===== config.mk =====
export PLATFORM = sky130hd
export DESIGN_NAME = csb_core_store_bank_data_path
export DESIGN_NICKNAME = d
export VERILOG_FILES = /design/src/csb_pkg.sv /design/src/csb_core_store_bank_data_path.sv
export VERILOG_INCLUDE_DIRS = /design/src
export SDC_FILE = /design/constraint.sdc
export NUM_CORES = 1
export LEC_CHECK = 0
export BUFFER_PORTS_ARGS = -buffer_cell sky130_fd_sc_hd__buf_4
export CAP_MARGIN = 20
export CORE_MARGIN = 1.5
export CORE_UTILIZATION = 45
export CTS_BUF_LIST = sky130_fd_sc_hd__clkbuf_16
export CTS_CLUSTER_DIAMETER = 200
export DETAILED_ROUTE_END_ITERATION = 12
export SYNTH_ARGS = -nofsm -noshare
export SYNTH_HDL_FRONTEND = slang
export SYNTH_SLANG_ARGS = --single-unit

===== constraint.sdc =====
create_clock -name REF_CLK_IN -period 2.6 [get_ports REF_CLK_IN]
set_clock_uncertainty 0.1 [all_clocks]
set_input_delay 0.13 -clock REF_CLK_IN [delete_from_list [all_inputs] [get_ports REF_CLK_IN]]
set_output_delay 0.13 -clock REF_CLK_IN [all_outputs]
set_load 0.01 [all_outputs]

===== src/csb_defs.svh =====
`ifndef CSB_DEFS_SVH
`define CSB_DEFS_SVH
// Address field holding the bank designator
`define CSB_BANK_LSB 12
`define CSB_BANK_MSB 14
// Storage cycle timing points in ns, and cycle length
`define CSB_T_READ_NS 475
`define CSB_T_WLOAD_NS 600
`define CSB_T_INH_NS 675
`define CSB_T_CYCLE_NS 1000
`define CSB_CLK_NS 4
// Register reset values
`define CSB_WORD_RST 18'h00000
`define CSB_BANKS_RST 8'hFF
`define CSB_CNT_RST 9'h000
`define CSB_PAR_RST 3'h7
// First bank of the upper group of four, and banks that are always fitted
`define CSB_HI_BANK 4
`define CSB_FIXED_BANKS 2
`endif


===== src/csb_pkg.sv =====
package csb_pkg;
   typedef enum logic [1:0] {
      CSB_IDLE = 2'b00,
      CSB_READ = 2'b01,
      CSB_WRITE = 2'b10
   } csb_state_type;
endpackage


===== src/csb_core_store_bank_data_path.sv =====
// How it works
// - Bank designator is address bits 12 to 14, naming one of eight banks.
// - Read and write drive reach only the chosen bank.
// - An absent designated bank is replaced by a fitted one, fixed mapping.
// - Maps: one bank 00000000, two 01010101, three 01220122, four 01230123.
// - Maps: five 01234444, six 01234545, seven 01234566, eight 01234567.
// - Per-bank select outputs are active low; one blocks that bank.
// - Eighteen-bit data register holds every word for reads and writes.
// - At 475 ns the read strobe loads selected bank sense outputs.
// - Sense gating of banks 2 to 7 needs their presence input.
// - A one-to-zero core switch shows as sense one, captured by strobe.
// - Channel write loads receiver data into register at 600 ns.
// - Processor write loads processor data at 600 ns instead.
// - Zero register bits drive inhibit for their planes later in write.
// - Inhibit enable at 675 ns gates zero bits to fitted banks' inhibit.
// - Two identical parity generators cover low and high nine stages.
// - Each generator forms three three-stage odd groups, then combines them.
// - Odd count drives one output zero; even count leaves all ones.
// - Read reference writes the captured word back to the same address.
// - Read word is passed to the processor data register at the read strobe.
`timescale 1ns/1ps
`include "csb_defs.svh"
module csb_core_store_bank_data_path #(
   parameter int WORD_W = 18,
   parameter int ADDR_W = 15,
   parameter int BANKS = 8
) (
   input wire logic REF_CLK_IN,
   input wire logic ARST_N_IN,
   input wire logic REQ_IN,
   input wire logic WRITE_IN,
   input wire logic CHANNEL_IN,
   input wire logic [ADDR_W-1:0] ADDR_IN,
   input wire logic [BANKS-1:0] BANK_FITTED_IN,
   input wire logic [BANKS*WORD_W-1:0] SENSE_IN,
   input wire logic [WORD_W-1:0] RECV_DATA_IN,
   input wire logic [WORD_W-1:0] PROC_DATA_IN,
   output logic BUSY_OUT,
   output logic [BANKS-1:0] BANK_SEL_N_OUT,
   output logic [BANKS-1:0] READ_DRIVE_OUT,
   output logic [BANKS-1:0] WRITE_DRIVE_OUT,
   output logic [BANKS*WORD_W-1:0] INHIBIT_OUT,
   output logic [WORD_W-1:0] DATA_OUT,
   output logic DATA_VALID_OUT,
   output logic [2:0] PARITY_LO_N_OUT,
   output logic [2:0] PARITY_HI_N_OUT
);
   localparam int T_READ = (`CSB_T_READ_NS + `CSB_CLK_NS - 1) / `CSB_CLK_NS;
   localparam int T_WLOAD = (`CSB_T_WLOAD_NS + `CSB_CLK_NS - 1) / `CSB_CLK_NS;
   localparam int T_INH = (`CSB_T_INH_NS + `CSB_CLK_NS - 1) / `CSB_CLK_NS;
   localparam int T_END = `CSB_T_CYCLE_NS / `CSB_CLK_NS;
   localparam int HALF = WORD_W / 2;

   ////////////////////////////////////////////////////////////////////////////
   // Helpers

   // Wrap-around bank map: banks fill in groups of four, and a designator that
   // names an absent bank folds back inside its own group; the upper group is
   // only used once its first bank is fitted, otherwise the lower group wraps
   function automatic logic [2:0] map_bank(input logic [2:0] desig, input logic [7:0] fit);
      logic hi;
      logic [1:0] x;
      logic [3:0] grp;
      hi = desig[2] & fit[`CSB_HI_BANK];
      grp = hi ? fit[7:4] : fit[3:0];
      x = desig[1:0];
      if (!grp[x]) x = (x == 2'h3 && grp[2]) ? 2'h2 : {1'b0, x[0]};
      if (!grp[x]) x = 2'h0;
      return {hi, x};
   endfunction

   // Nine-stage parity: three group flags, then four odd combinations, low active
   function automatic logic [2:0] parity9(input logic [8:0] w);
      logic g0, g1, g2;
      logic [2:0] o;
      g0 = ^w[2:0];
      g1 = ^w[5:3];
      g2 = ^w[8:6];
      o = `CSB_PAR_RST;
      if (g0 & ~g1 & ~g2) o[0] = 1'b0;
      if (~g0 & g1 & ~g2) o[1] = 1'b0;
      if ((~g0 & ~g1 & g2) | (g0 & g1 & g2)) o[2] = 1'b0;
      return o;
   endfunction

   ////////////////////////////////////////////////////////////////////////////
   // Input synchronisers: three stages, change taken when stages two and three agree; write and channel kind are read straight from stage three

   logic [2:0] req_s1_r, req_s2_r, req_s3_r;
   logic req_q_r;
   logic [BANKS-1:0] fit_s1_r, fit_s2_r, fit_s3_r, fit_q_r;
   logic [2:0] desig_s1_r, desig_s2_r, desig_s3_r, desig_q_r;
   logic [WORD_W-1:0] recv_s1_r, recv_s2_r, recv_s3_r, recv_q_r;
   logic [WORD_W-1:0] proc_s1_r, proc_s2_r, proc_s3_r, proc_q_r;
   logic [BANKS*WORD_W-1:0] sense_s1_r, sense_s2_r, sense_s3_r, sense_q_r;

   always_ff @(posedge REF_CLK_IN or negedge ARST_N_IN) begin
      if (!ARST_N_IN) begin
         req_s1_r <= 3'h0;
         req_s2_r <= 3'h0;
         req_s3_r <= 3'h0;
         req_q_r <= 1'b0;
      end else begin
         req_s1_r <= {CHANNEL_IN, WRITE_IN, REQ_IN};
         req_s2_r <= req_s1_r;
         req_s3_r <= req_s2_r;
         if (req_s2_r[0] == req_s3_r[0]) req_q_r <= req_s3_r[0];
      end
   end

   // Presence is static strap wiring but still resynchronised for safety
   always_ff @(posedge REF_CLK_IN or negedge ARST_N_IN) begin
      if (!ARST_N_IN) begin
         fit_s1_r <= `CSB_BANKS_RST;
         fit_s2_r <= `CSB_BANKS_RST;
         fit_s3_r <= `CSB_BANKS_RST;
         fit_q_r <= `CSB_BANKS_RST;
      end else begin
         fit_s1_r <= BANK_FITTED_IN;
         fit_s2_r <= fit_s1_r;
         fit_s3_r <= fit_s2_r;
         if (fit_s2_r == fit_s3_r) fit_q_r <= fit_s3_r;
      end
   end

   // Bank designator crosses with the request, so both settle on the same edge
   always_ff @(posedge REF_CLK_IN or negedge ARST_N_IN) begin
      if (!ARST_N_IN) begin
         desig_s1_r <= '0;
         desig_s2_r <= '0;
         desig_s3_r <= '0;
         desig_q_r <= '0;
      end else begin
         desig_s1_r <= ADDR_IN[`CSB_BANK_MSB:`CSB_BANK_LSB];
         desig_s2_r <= desig_s1_r;
         desig_s3_r <= desig_s2_r;
         for (int i = 0; i < $bits(desig_q_r); i++) begin
            if (desig_s2_r[i] == desig_s3_r[i]) desig_q_r[i] <= desig_s3_r[i];
         end
      end
   end

   // Channel write data; it is held long before the write-load point
   always_ff @(posedge REF_CLK_IN or negedge ARST_N_IN) begin
      if (!ARST_N_IN) begin
         recv_s1_r <= '0;
         recv_s2_r <= '0;
         recv_s3_r <= '0;
         recv_q_r <= '0;
      end else begin
         recv_s1_r <= RECV_DATA_IN;
         recv_s2_r <= recv_s1_r;
         recv_s3_r <= recv_s2_r;
         for (int i = 0; i < WORD_W; i++) begin
            if (recv_s2_r[i] == recv_s3_r[i]) recv_q_r[i] <= recv_s3_r[i];
         end
      end
   end

   // Processor write data, same treatment as the channel side
   always_ff @(posedge REF_CLK_IN or negedge ARST_N_IN) begin
      if (!ARST_N_IN) begin
         proc_s1_r <= '0;
         proc_s2_r <= '0;
         proc_s3_r <= '0;
         proc_q_r <= '0;
      end else begin
         proc_s1_r <= PROC_DATA_IN;
         proc_s2_r <= proc_s1_r;
         proc_s3_r <= proc_s2_r;
         for (int i = 0; i < WORD_W; i++) begin
            if (proc_s2_r[i] == proc_s3_r[i]) proc_q_r[i] <= proc_s3_r[i];
         end
      end
   end

   // Sense lanes filtered bit by bit: idle lanes may toggle, which would stall a word match
   always_ff @(posedge REF_CLK_IN or negedge ARST_N_IN) begin
      if (!ARST_N_IN) begin
         sense_s1_r <= '0;
         sense_s2_r <= '0;
         sense_s3_r <= '0;
         sense_q_r <= '0;
      end else begin
         sense_s1_r <= SENSE_IN;
         sense_s2_r <= sense_s1_r;
         sense_s3_r <= sense_s2_r;
         for (int i = 0; i < BANKS*WORD_W; i++) begin
            if (sense_s2_r[i] == sense_s3_r[i]) sense_q_r[i] <= sense_s3_r[i];
         end
      end
   end

   ////////////////////////////////////////////////////////////////////////////
   // Storage cycle sequencer

   csb_pkg::csb_state_type state_r;
   logic [8:0] cnt_r;
   logic is_chan_r;
   logic [2:0] bank_r;
   logic [2:0] bank_nxt;
   logic start;

   // Bank 0 is always present: bank zero is the last fallback
   assign bank_nxt = map_bank(desig_q_r,
                              {fit_q_r[7:1], 1'b1});
   // Rising edge of the filtered request; a held request is not retaken
   logic req_d_r;
   assign start = req_q_r & ~req_d_r & (state_r == csb_pkg::CSB_IDLE);

   always_ff @(posedge REF_CLK_IN or negedge ARST_N_IN) begin
      if (!ARST_N_IN) begin
         state_r <= csb_pkg::CSB_IDLE;
         cnt_r <= `CSB_CNT_RST;
         is_chan_r <= 1'b0;
         bank_r <= 3'h0;
         req_d_r <= 1'b0;
      end else begin
         req_d_r <= req_q_r;
         if (start) begin
            // Address and kind are latched at acceptance, like the address register
            state_r <= req_s3_r[1] ? csb_pkg::CSB_WRITE : csb_pkg::CSB_READ;
            is_chan_r <= req_s3_r[2];
            bank_r <= bank_nxt;
            cnt_r <= `CSB_CNT_RST;
         end else if (state_r != csb_pkg::CSB_IDLE) begin
            if (cnt_r == 9'(T_END - 1)) begin
               state_r <= csb_pkg::CSB_IDLE;
               cnt_r <= `CSB_CNT_RST;
            end else begin
               cnt_r <= cnt_r + 9'h001;
            end
         end
      end
   end

   logic active;
   logic at_read, at_wload, inh_phase;
   assign active = (state_r != csb_pkg::CSB_IDLE);
   assign at_read = active && (cnt_r == 9'(T_READ));
   assign at_wload = active && (cnt_r == 9'(T_WLOAD));
   assign inh_phase = active && (cnt_r >= 9'(T_INH));

   ////////////////////////////////////////////////////////////////////////////
   // Bank select and drive gating

   always_ff @(posedge REF_CLK_IN or negedge ARST_N_IN) begin
      if (!ARST_N_IN) begin
         BANK_SEL_N_OUT <= `CSB_BANKS_RST;
         READ_DRIVE_OUT <= '0;
         WRITE_DRIVE_OUT <= '0;
         BUSY_OUT <= 1'b0;
      end else begin
         BUSY_OUT <= active;
         for (int i = 0; i < BANKS; i++) begin
            // Active low: a one blocks selection
            BANK_SEL_N_OUT[i] <= !(active && bank_r == 3'(i));
            READ_DRIVE_OUT[i] <= active && bank_r == 3'(i) && cnt_r < 9'(T_WLOAD);
            WRITE_DRIVE_OUT[i] <= active && bank_r == 3'(i) && cnt_r >= 9'(T_WLOAD);
         end
      end
   end

   ////////////////////////////////////////////////////////////////////////////
   // Memory data register

   logic [WORD_W-1:0] word_r;
   logic [WORD_W-1:0] sensed;

   // Only fitted banks feed the fan-in; bank 0 and 1 are always fitted
   always_comb begin
      sensed = '0;
      for (int b = 0; b < BANKS; b++) begin
         if ((b < `CSB_FIXED_BANKS || fit_q_r[b]) && bank_r == 3'(b))
            sensed = sensed | sense_q_r[b*WORD_W +: WORD_W];
      end
   end

   // A read keeps the word for write-back; a write replaces it
   always_ff @(posedge REF_CLK_IN or negedge ARST_N_IN) begin
      if (!ARST_N_IN) begin
         word_r <= `CSB_WORD_RST;
      end else if (at_read) begin
         word_r <= sensed;
      end else if (at_wload && state_r == csb_pkg::CSB_WRITE) begin
         word_r <= is_chan_r ? recv_q_r : proc_q_r;
      end
   end

   // Read word goes out to the processor side once captured
   always_ff @(posedge REF_CLK_IN or negedge ARST_N_IN) begin
      if (!ARST_N_IN) begin
         DATA_OUT <= `CSB_WORD_RST;
         DATA_VALID_OUT <= 1'b0;
      end else begin
         DATA_VALID_OUT <= at_read && state_r == csb_pkg::CSB_READ;
         if (at_read && state_r == csb_pkg::CSB_READ) DATA_OUT <= sensed;
      end
   end

   ////////////////////////////////////////////////////////////////////////////
   // Inhibit fan-out: zeros of the register, on every fitted bank

   always_ff @(posedge REF_CLK_IN or negedge ARST_N_IN) begin
      if (!ARST_N_IN) begin
         INHIBIT_OUT <= '0;
      end else begin
         for (int b = 0; b < BANKS; b++) begin
            // On a read, the same zeros restore the destroyed word
            INHIBIT_OUT[b*WORD_W +: WORD_W] <=
               (inh_phase && (b < `CSB_FIXED_BANKS || fit_q_r[b])) ? ~word_r : '0;
         end
      end
   end

   ////////////////////////////////////////////////////////////////////////////
   // Parity generators, low and high halves

   always_ff @(posedge REF_CLK_IN or negedge ARST_N_IN) begin
      if (!ARST_N_IN) begin
         PARITY_LO_N_OUT <= `CSB_PAR_RST;
         PARITY_HI_N_OUT <= `CSB_PAR_RST;
      end else begin
         PARITY_LO_N_OUT <= parity9(word_r[HALF-1:0]);
         PARITY_HI_N_OUT <= parity9(word_r[WORD_W-1:HALF]);
      end
   end
endmodule // csb_core_store_bank_data_path


# Word-level counts from Yosys, hierarchy flattened
# Index checks and enable logic that the tools add are counted.
[classes]
n_addsub = 1
bitwise = 36
n_eq_ne = 198
reduce_logical = 63
n_mux = 39
magnitude_cmp = 5
[ops]
columns = ["op", "count"]
rows = [
  ["18-bit 2-to-1 mux", 18],
  ["1-bit equality test", 184],
  ["18-bit bitwise OR", 7],
  ["1-bit logical AND", 42],
  ["9-bit 2-to-1 mux", 3],
  ["1-bit bitwise AND", 19],
  ["9-bit by 8-bit equality test with 1-bit output, second input constant", 2],
  ["9-bit by 8-bit >= comparator with 1-bit output, second input constant", 2],
  ["18-bit NOT", 1],
  ["3-bit XOR reduction", 6],
  ["2-bit 2-to-1 mux", 7],
  ["3-bit equality test, second input constant", 4],
  ["9-bit by 1-bit adder with 9-bit output, second input constant", 1],
  ["9-bit by 7-bit equality test with 1-bit output, second input constant", 1],
  ["9-bit by 8-bit less-than comparator with 1-bit output, second input constant", 1],
  ["8-bit equality test", 1],
  ["1-bit zero test", 8],
  ["1-bit 2-to-1 mux", 8],
  ["2-bit nonzero test", 4],
  ["1-bit NOT", 7],
  ["3-bit by 2-bit equality test with 1-bit output, second input constant", 2],
  ["2-bit by 3-bit less-than comparator with 1-bit output, second input constant", 2],
  ["1-bit binary-select mux with 2-bit select", 2],
  ["2-bit equality test, second input constant", 2],
  ["7 further kinds", 8],
]
[word_totals]
out_inout_bits = 194
ff_bits = 1002

# Logic depth before layout (Yosys ltp)
[logic_depth]
word_depth = 17
depth_mapped = 9
ltp_nobuf = 7

# Least setup slack after synthesis
# No wires, ideal clock.
[synth_path]
path_type = "register to register"
from = "reg cnt_r[1]"
to = "reg DATA_OUT[10]"
path_slack_ps = 256
arrival_ps = 2119
period_less_slack_ps = 2344
stages_incl_launch_ff = 8
cell_sequence = "dfrtp_1 -> ha_1 -> inv_1 -> or4_4 -> or3b_4 -> clkinv_4 -> buf_12 -> mux2_4"
[synth_between]
elab_chain_cells = 3
[synth_lines]
columns = ["item", "line", "text"]
rows = [
  ["from (decl)", "csb_core_store_bank_data_path.sv:198", "logic [8:0] cnt_r;"],
  ["from (signal assigned)", "csb_core_store_bank_data_path.sv:214", "cnt_r <= `CSB_CNT_RST;"],
  ["from (signal assigned)", "csb_core_store_bank_data_path.sv:225", "cnt_r <= `CSB_CNT_RST;"],
  ["from (signal assigned)", "csb_core_store_bank_data_path.sv:229", "cnt_r <= `CSB_CNT_RST;"],
  ["9-bit by 7-bit equality test with 1-bit output", "csb_core_store_bank_data_path.sv:240", "assign at_read = active && (cnt_r == 9'(T_READ));"],
  ["1-bit logical AND", "csb_core_store_bank_data_path.sv:240", ""],
  ["1-bit logical AND", "csb_core_store_bank_data_path.sv:297", "if (at_read && state_r == csb_pkg::CSB_READ) DATA_OUT <= sensed;"],
  ["to (signal assigned)", "csb_core_store_bank_data_path.sv:293", "DATA_OUT <= `CSB_WORD_RST;"],
  ["to (signal assigned)", "csb_core_store_bank_data_path.sv:297", ""],
  ["to (decl)", "csb_core_store_bank_data_path.sv:43", "output logic [WORD_W-1:0] DATA_OUT,"],
]
# Every way passes these cells.
# A chain may end at the register's enable or synchronous reset.

# Final worst setup path
[layout_path]
from = "reg cnt_r[0]"
to = "reg DATA_OUT[7]"
# Same word-level chain as after synthesis.

==> flow_summary.toml <==
[synth]
syn_inst = 1718
synthArstFlopShare_pct = 100
synthFlopType = "dfrtp_1"
synth_warnings = 0
synth_cell_types = 49
synth_edf_count = 0
synth.avg_cell_area_um2 = 17.4
syn-num-nets = 1929
ys_ff_latch = 983
ys_seq_area_share_pct = 82.6
synth_area_um2 = 29900

[timing]
min_period_ns = 2.48
timing.hold.ws_ns = 0.0330
slew_headroom_pct = 32.0
slew_violations = 0
worst-slew-pin-transition_ns = 1.02
grt_setup_unrepaired = "false"
fmax_mhz = 404
setup_viol = 0
finalHoldViolCount = 0
fin_crit_sh_pct = 95.2
worst_slack_ns = 0.124
setup_tns_ns = 0

[global_route]
grt_pass1_wl_um = 97800
grt_pass1_vias = 16900
gr-total-overflow = 0
grt_max_degree = 109
grt_use_total_pct = 19.1
antenna_found_initial = 3

[worst_setup_path]
r2r_cells = 6
cp_max_fo = 19
crit_chain = "ha_1 > inv_1 > or4_4 > or3b_4 > inv_8 > mux2_2"
ff2ff_setup_slack_ns = 0.12
critPathMaxStageDelay_ns = 0.55
crit_slowest_cell = "or4_4"
critPathKind = "reg2reg"
arrival_ns = 2.88
worst_setup_path_start_kind = "register"
crit_start = "cnt_r[0]"
endpoint_kind = "register"
reg2reg_to = "DATA_OUT[7]"
crit_required_ns = 3.00
reg2reg_from = "cnt_r[0]"

[clock_tree]
post-cts-setup-buffer-count = 0
clock_sinks = 983
clkTransAtPathRegs_ns = 0.06
clk_latency_ns = 0.64
clockBufferDepth = 3
h-tree-depth = 3
cts_tree = "built"
cts_root_buffer = "clkbuf_16"
numCtsBuffers = 93

[finish]
nNetsFinal = 2618
area_delta_synth_final_pct = 31.5
fillerInstances = 4862
drive_gt1_share_pct = 26.1

[pwr]
comb_power_share_pct = 7.1
power_frac_seq_pct = 52.4
p_sw_share_pct = 22.7
leakage_nw = 18.4
internal_power_w = 0.0247
ir_drop_uv = 509
power.switching_w = 0.00727
power_density_nw_per_um2 = 814
clockPowerShare_pct = 40.5

[placement]
routabilityCongestion = 0.818
dp_hpwl_um = 41200
io_buffer_count = 389
pre_cts_slack_ns = 0.0844

[drt]
vias_per_cell = 4.69
totalWireLength_um = 63200
vias = 15700
postRouteAntennaNets = 0
drtIter0Drc = 909
first_pass_iters = 5
wl_per_cell_um = 18.9
drc = 0

[die]
die_w_um = 261
rows = 94
io_pins = 402
start_util_pct = 45.4
die_area_um2 = 67900
chipHeight_um = 261
coreArea_um2 = 65700

[job]
maxCapViolations = 0

[min_path]
min_from = "SENSE_IN[79]"
min_path_type = "in2reg"
hold_path_depth = 2
hold_path_end = "sense_s1_r[79]"

[outcome]
run_status = "finished, final reports clean"
==> metrics by stage <==
step                instances  util [%]  total power [W]  cell area, um^2
floorplan                1718         -           0.0177            29900
global route             3349      59.7           0.0333            39300
detailed placement       2949      51.7           0.0190            34000
global placement         2949      51.7           0.0189            34000
finish                   3349      59.7           0.0320            39300
CTS                      3348      59.7           0.0323            39300
==> critical path, delay by kind of cell, from the launching register on <==
| family | cells | cell delay (ns) |
|---|---|---|
| buffers and inverters | 2 | 0.25 |
| adder cells (fa/ha/maj) | 1 | 0.22 |
| flip-flops | 1 | 0.42 |
| multiplexers | 1 | 0.36 |
| AND/OR/NAND/NOR | 2 | 0.98 |
==> cell usage after synthesis (all sizes together) (4+ instances only) <==
master,number,area share [%]
dfrtp,938,79
nor2,193,2.5
maj3,184,6.2
dfstp,45,4.0
clkbuf,41,0.52
a22oi,36,0.90
mux2i,36,1.2
buf,30,0.70
mux2,26,1.1
nand2,26,0.33
nand3,25,0.42
a221o,18,0.60
a221oi,18,0.53
o21ai,18,0.30
xnor2,17,0.50
and3,9,0.19
nand3b,6,0.15
xor2,6,0.18
inv,4,0.050
nand4b,4,0.12
nor2b,4,0.084
==> how the worst max path moves through the flow <==
stage / end / slack, ns / depth (start not counted)
detailed placement: DATA_OUT[7] / 0.08 / 6
global placement: DATA_OUT[7] / 0.14 / 6
CTS: DATA_OUT[7] / 0.05 / 6
global route: word_r[13] / 0.02 / 7
floorplan: DATA_OUT[10] / 0.26 / 7
finish: DATA_OUT[7] / 0.12 / 6
==> cells by family after synthesis <==
family          after synthesis  synth area share, %
flops                       983                 82.6
simple gates                285                 4.22
mux                          62                 2.30
xor+xnor                     23                0.675
compound gates              102                 2.65
buf+inv                      76                 1.30
fa+ha+maj                   187                 6.29
==> flip-flops by register name, indices dropped and copies added (netlist names), 126 cells and up <==
signal / count
sense_q_r: 144
sense_s1_r: 144
sense_s3_r: 144
INHIBIT_OUT: 126
sense_s2_r: 144
==> placed cells by master, fill, tap and decap left out, types with 25 or more instances in the layout <==
cell type / Yosys / layout
clkbuf_16: 0 / 94
inv_1: 4 / 27
maj3_1: 184 / 184
dlygate4sd3_1: 0 / 226
dfrtp_1: 938 / 936
buf_4: 18 / 427
a22oi_1: 36 / 36
nor2_1: 192 / 192
dfstp_2: 45 / 45
nand3_1: 25 / 25
mux2i_1: 36 / 36
nand2_1: 26 / 26
==> layout make-up <==
type | count | area (um^2) | area share [%]
Clock inverter | 78 | 607 | 1.55
Antenna cell | 1 | 2.50 | 0.00637
Clock buffer | 94 | 2350 | 5.99
Inverter | 5 | 26.3 | 0.0669
Timing Repair Buffer | 665 | 5710 | 14.5
Sequential cell | 983 | 24700 | 62.8
Tap cell | 864 | 1080 | 2.75
Multi-Input combinational cell | 659 | 4820 | 12.3
==> per-layer routing <==
layer	routed length (um)	up-vias	track usage, %	share of wire (%)
li1	-	7144	-	-
met4	1230	0	5.27	2.0
met3	3220	88	3.94	5.1
met5	0	-	0	0
met1	27200	8065	25.7	43
met2	31500	413	31.9	50
==> power groups by stage <==
stage | Sequential, W | Combinational (W) | Clock, W
floorplan | 0.0168 | 0.000919 | 0
global placement | 0.0170 | 0.00197 | 0
detailed placement | 0.0170 | 0.00202 | 0
CTS | 0.0167 | 0.00231 | 0.0133
global route | 0.0168 | 0.00252 | 0.0140
finish | 0.0167 | 0.00228 | 0.0129
==> timing repair <==
action | CTS | global route
hold buffers | 227 | 0
endpoints found under the setup margin | 0 | 6
gates resized for setup | 0 | 2
hold endpoints to repair | 915 | 0
(Power assumes the default switching activity.)
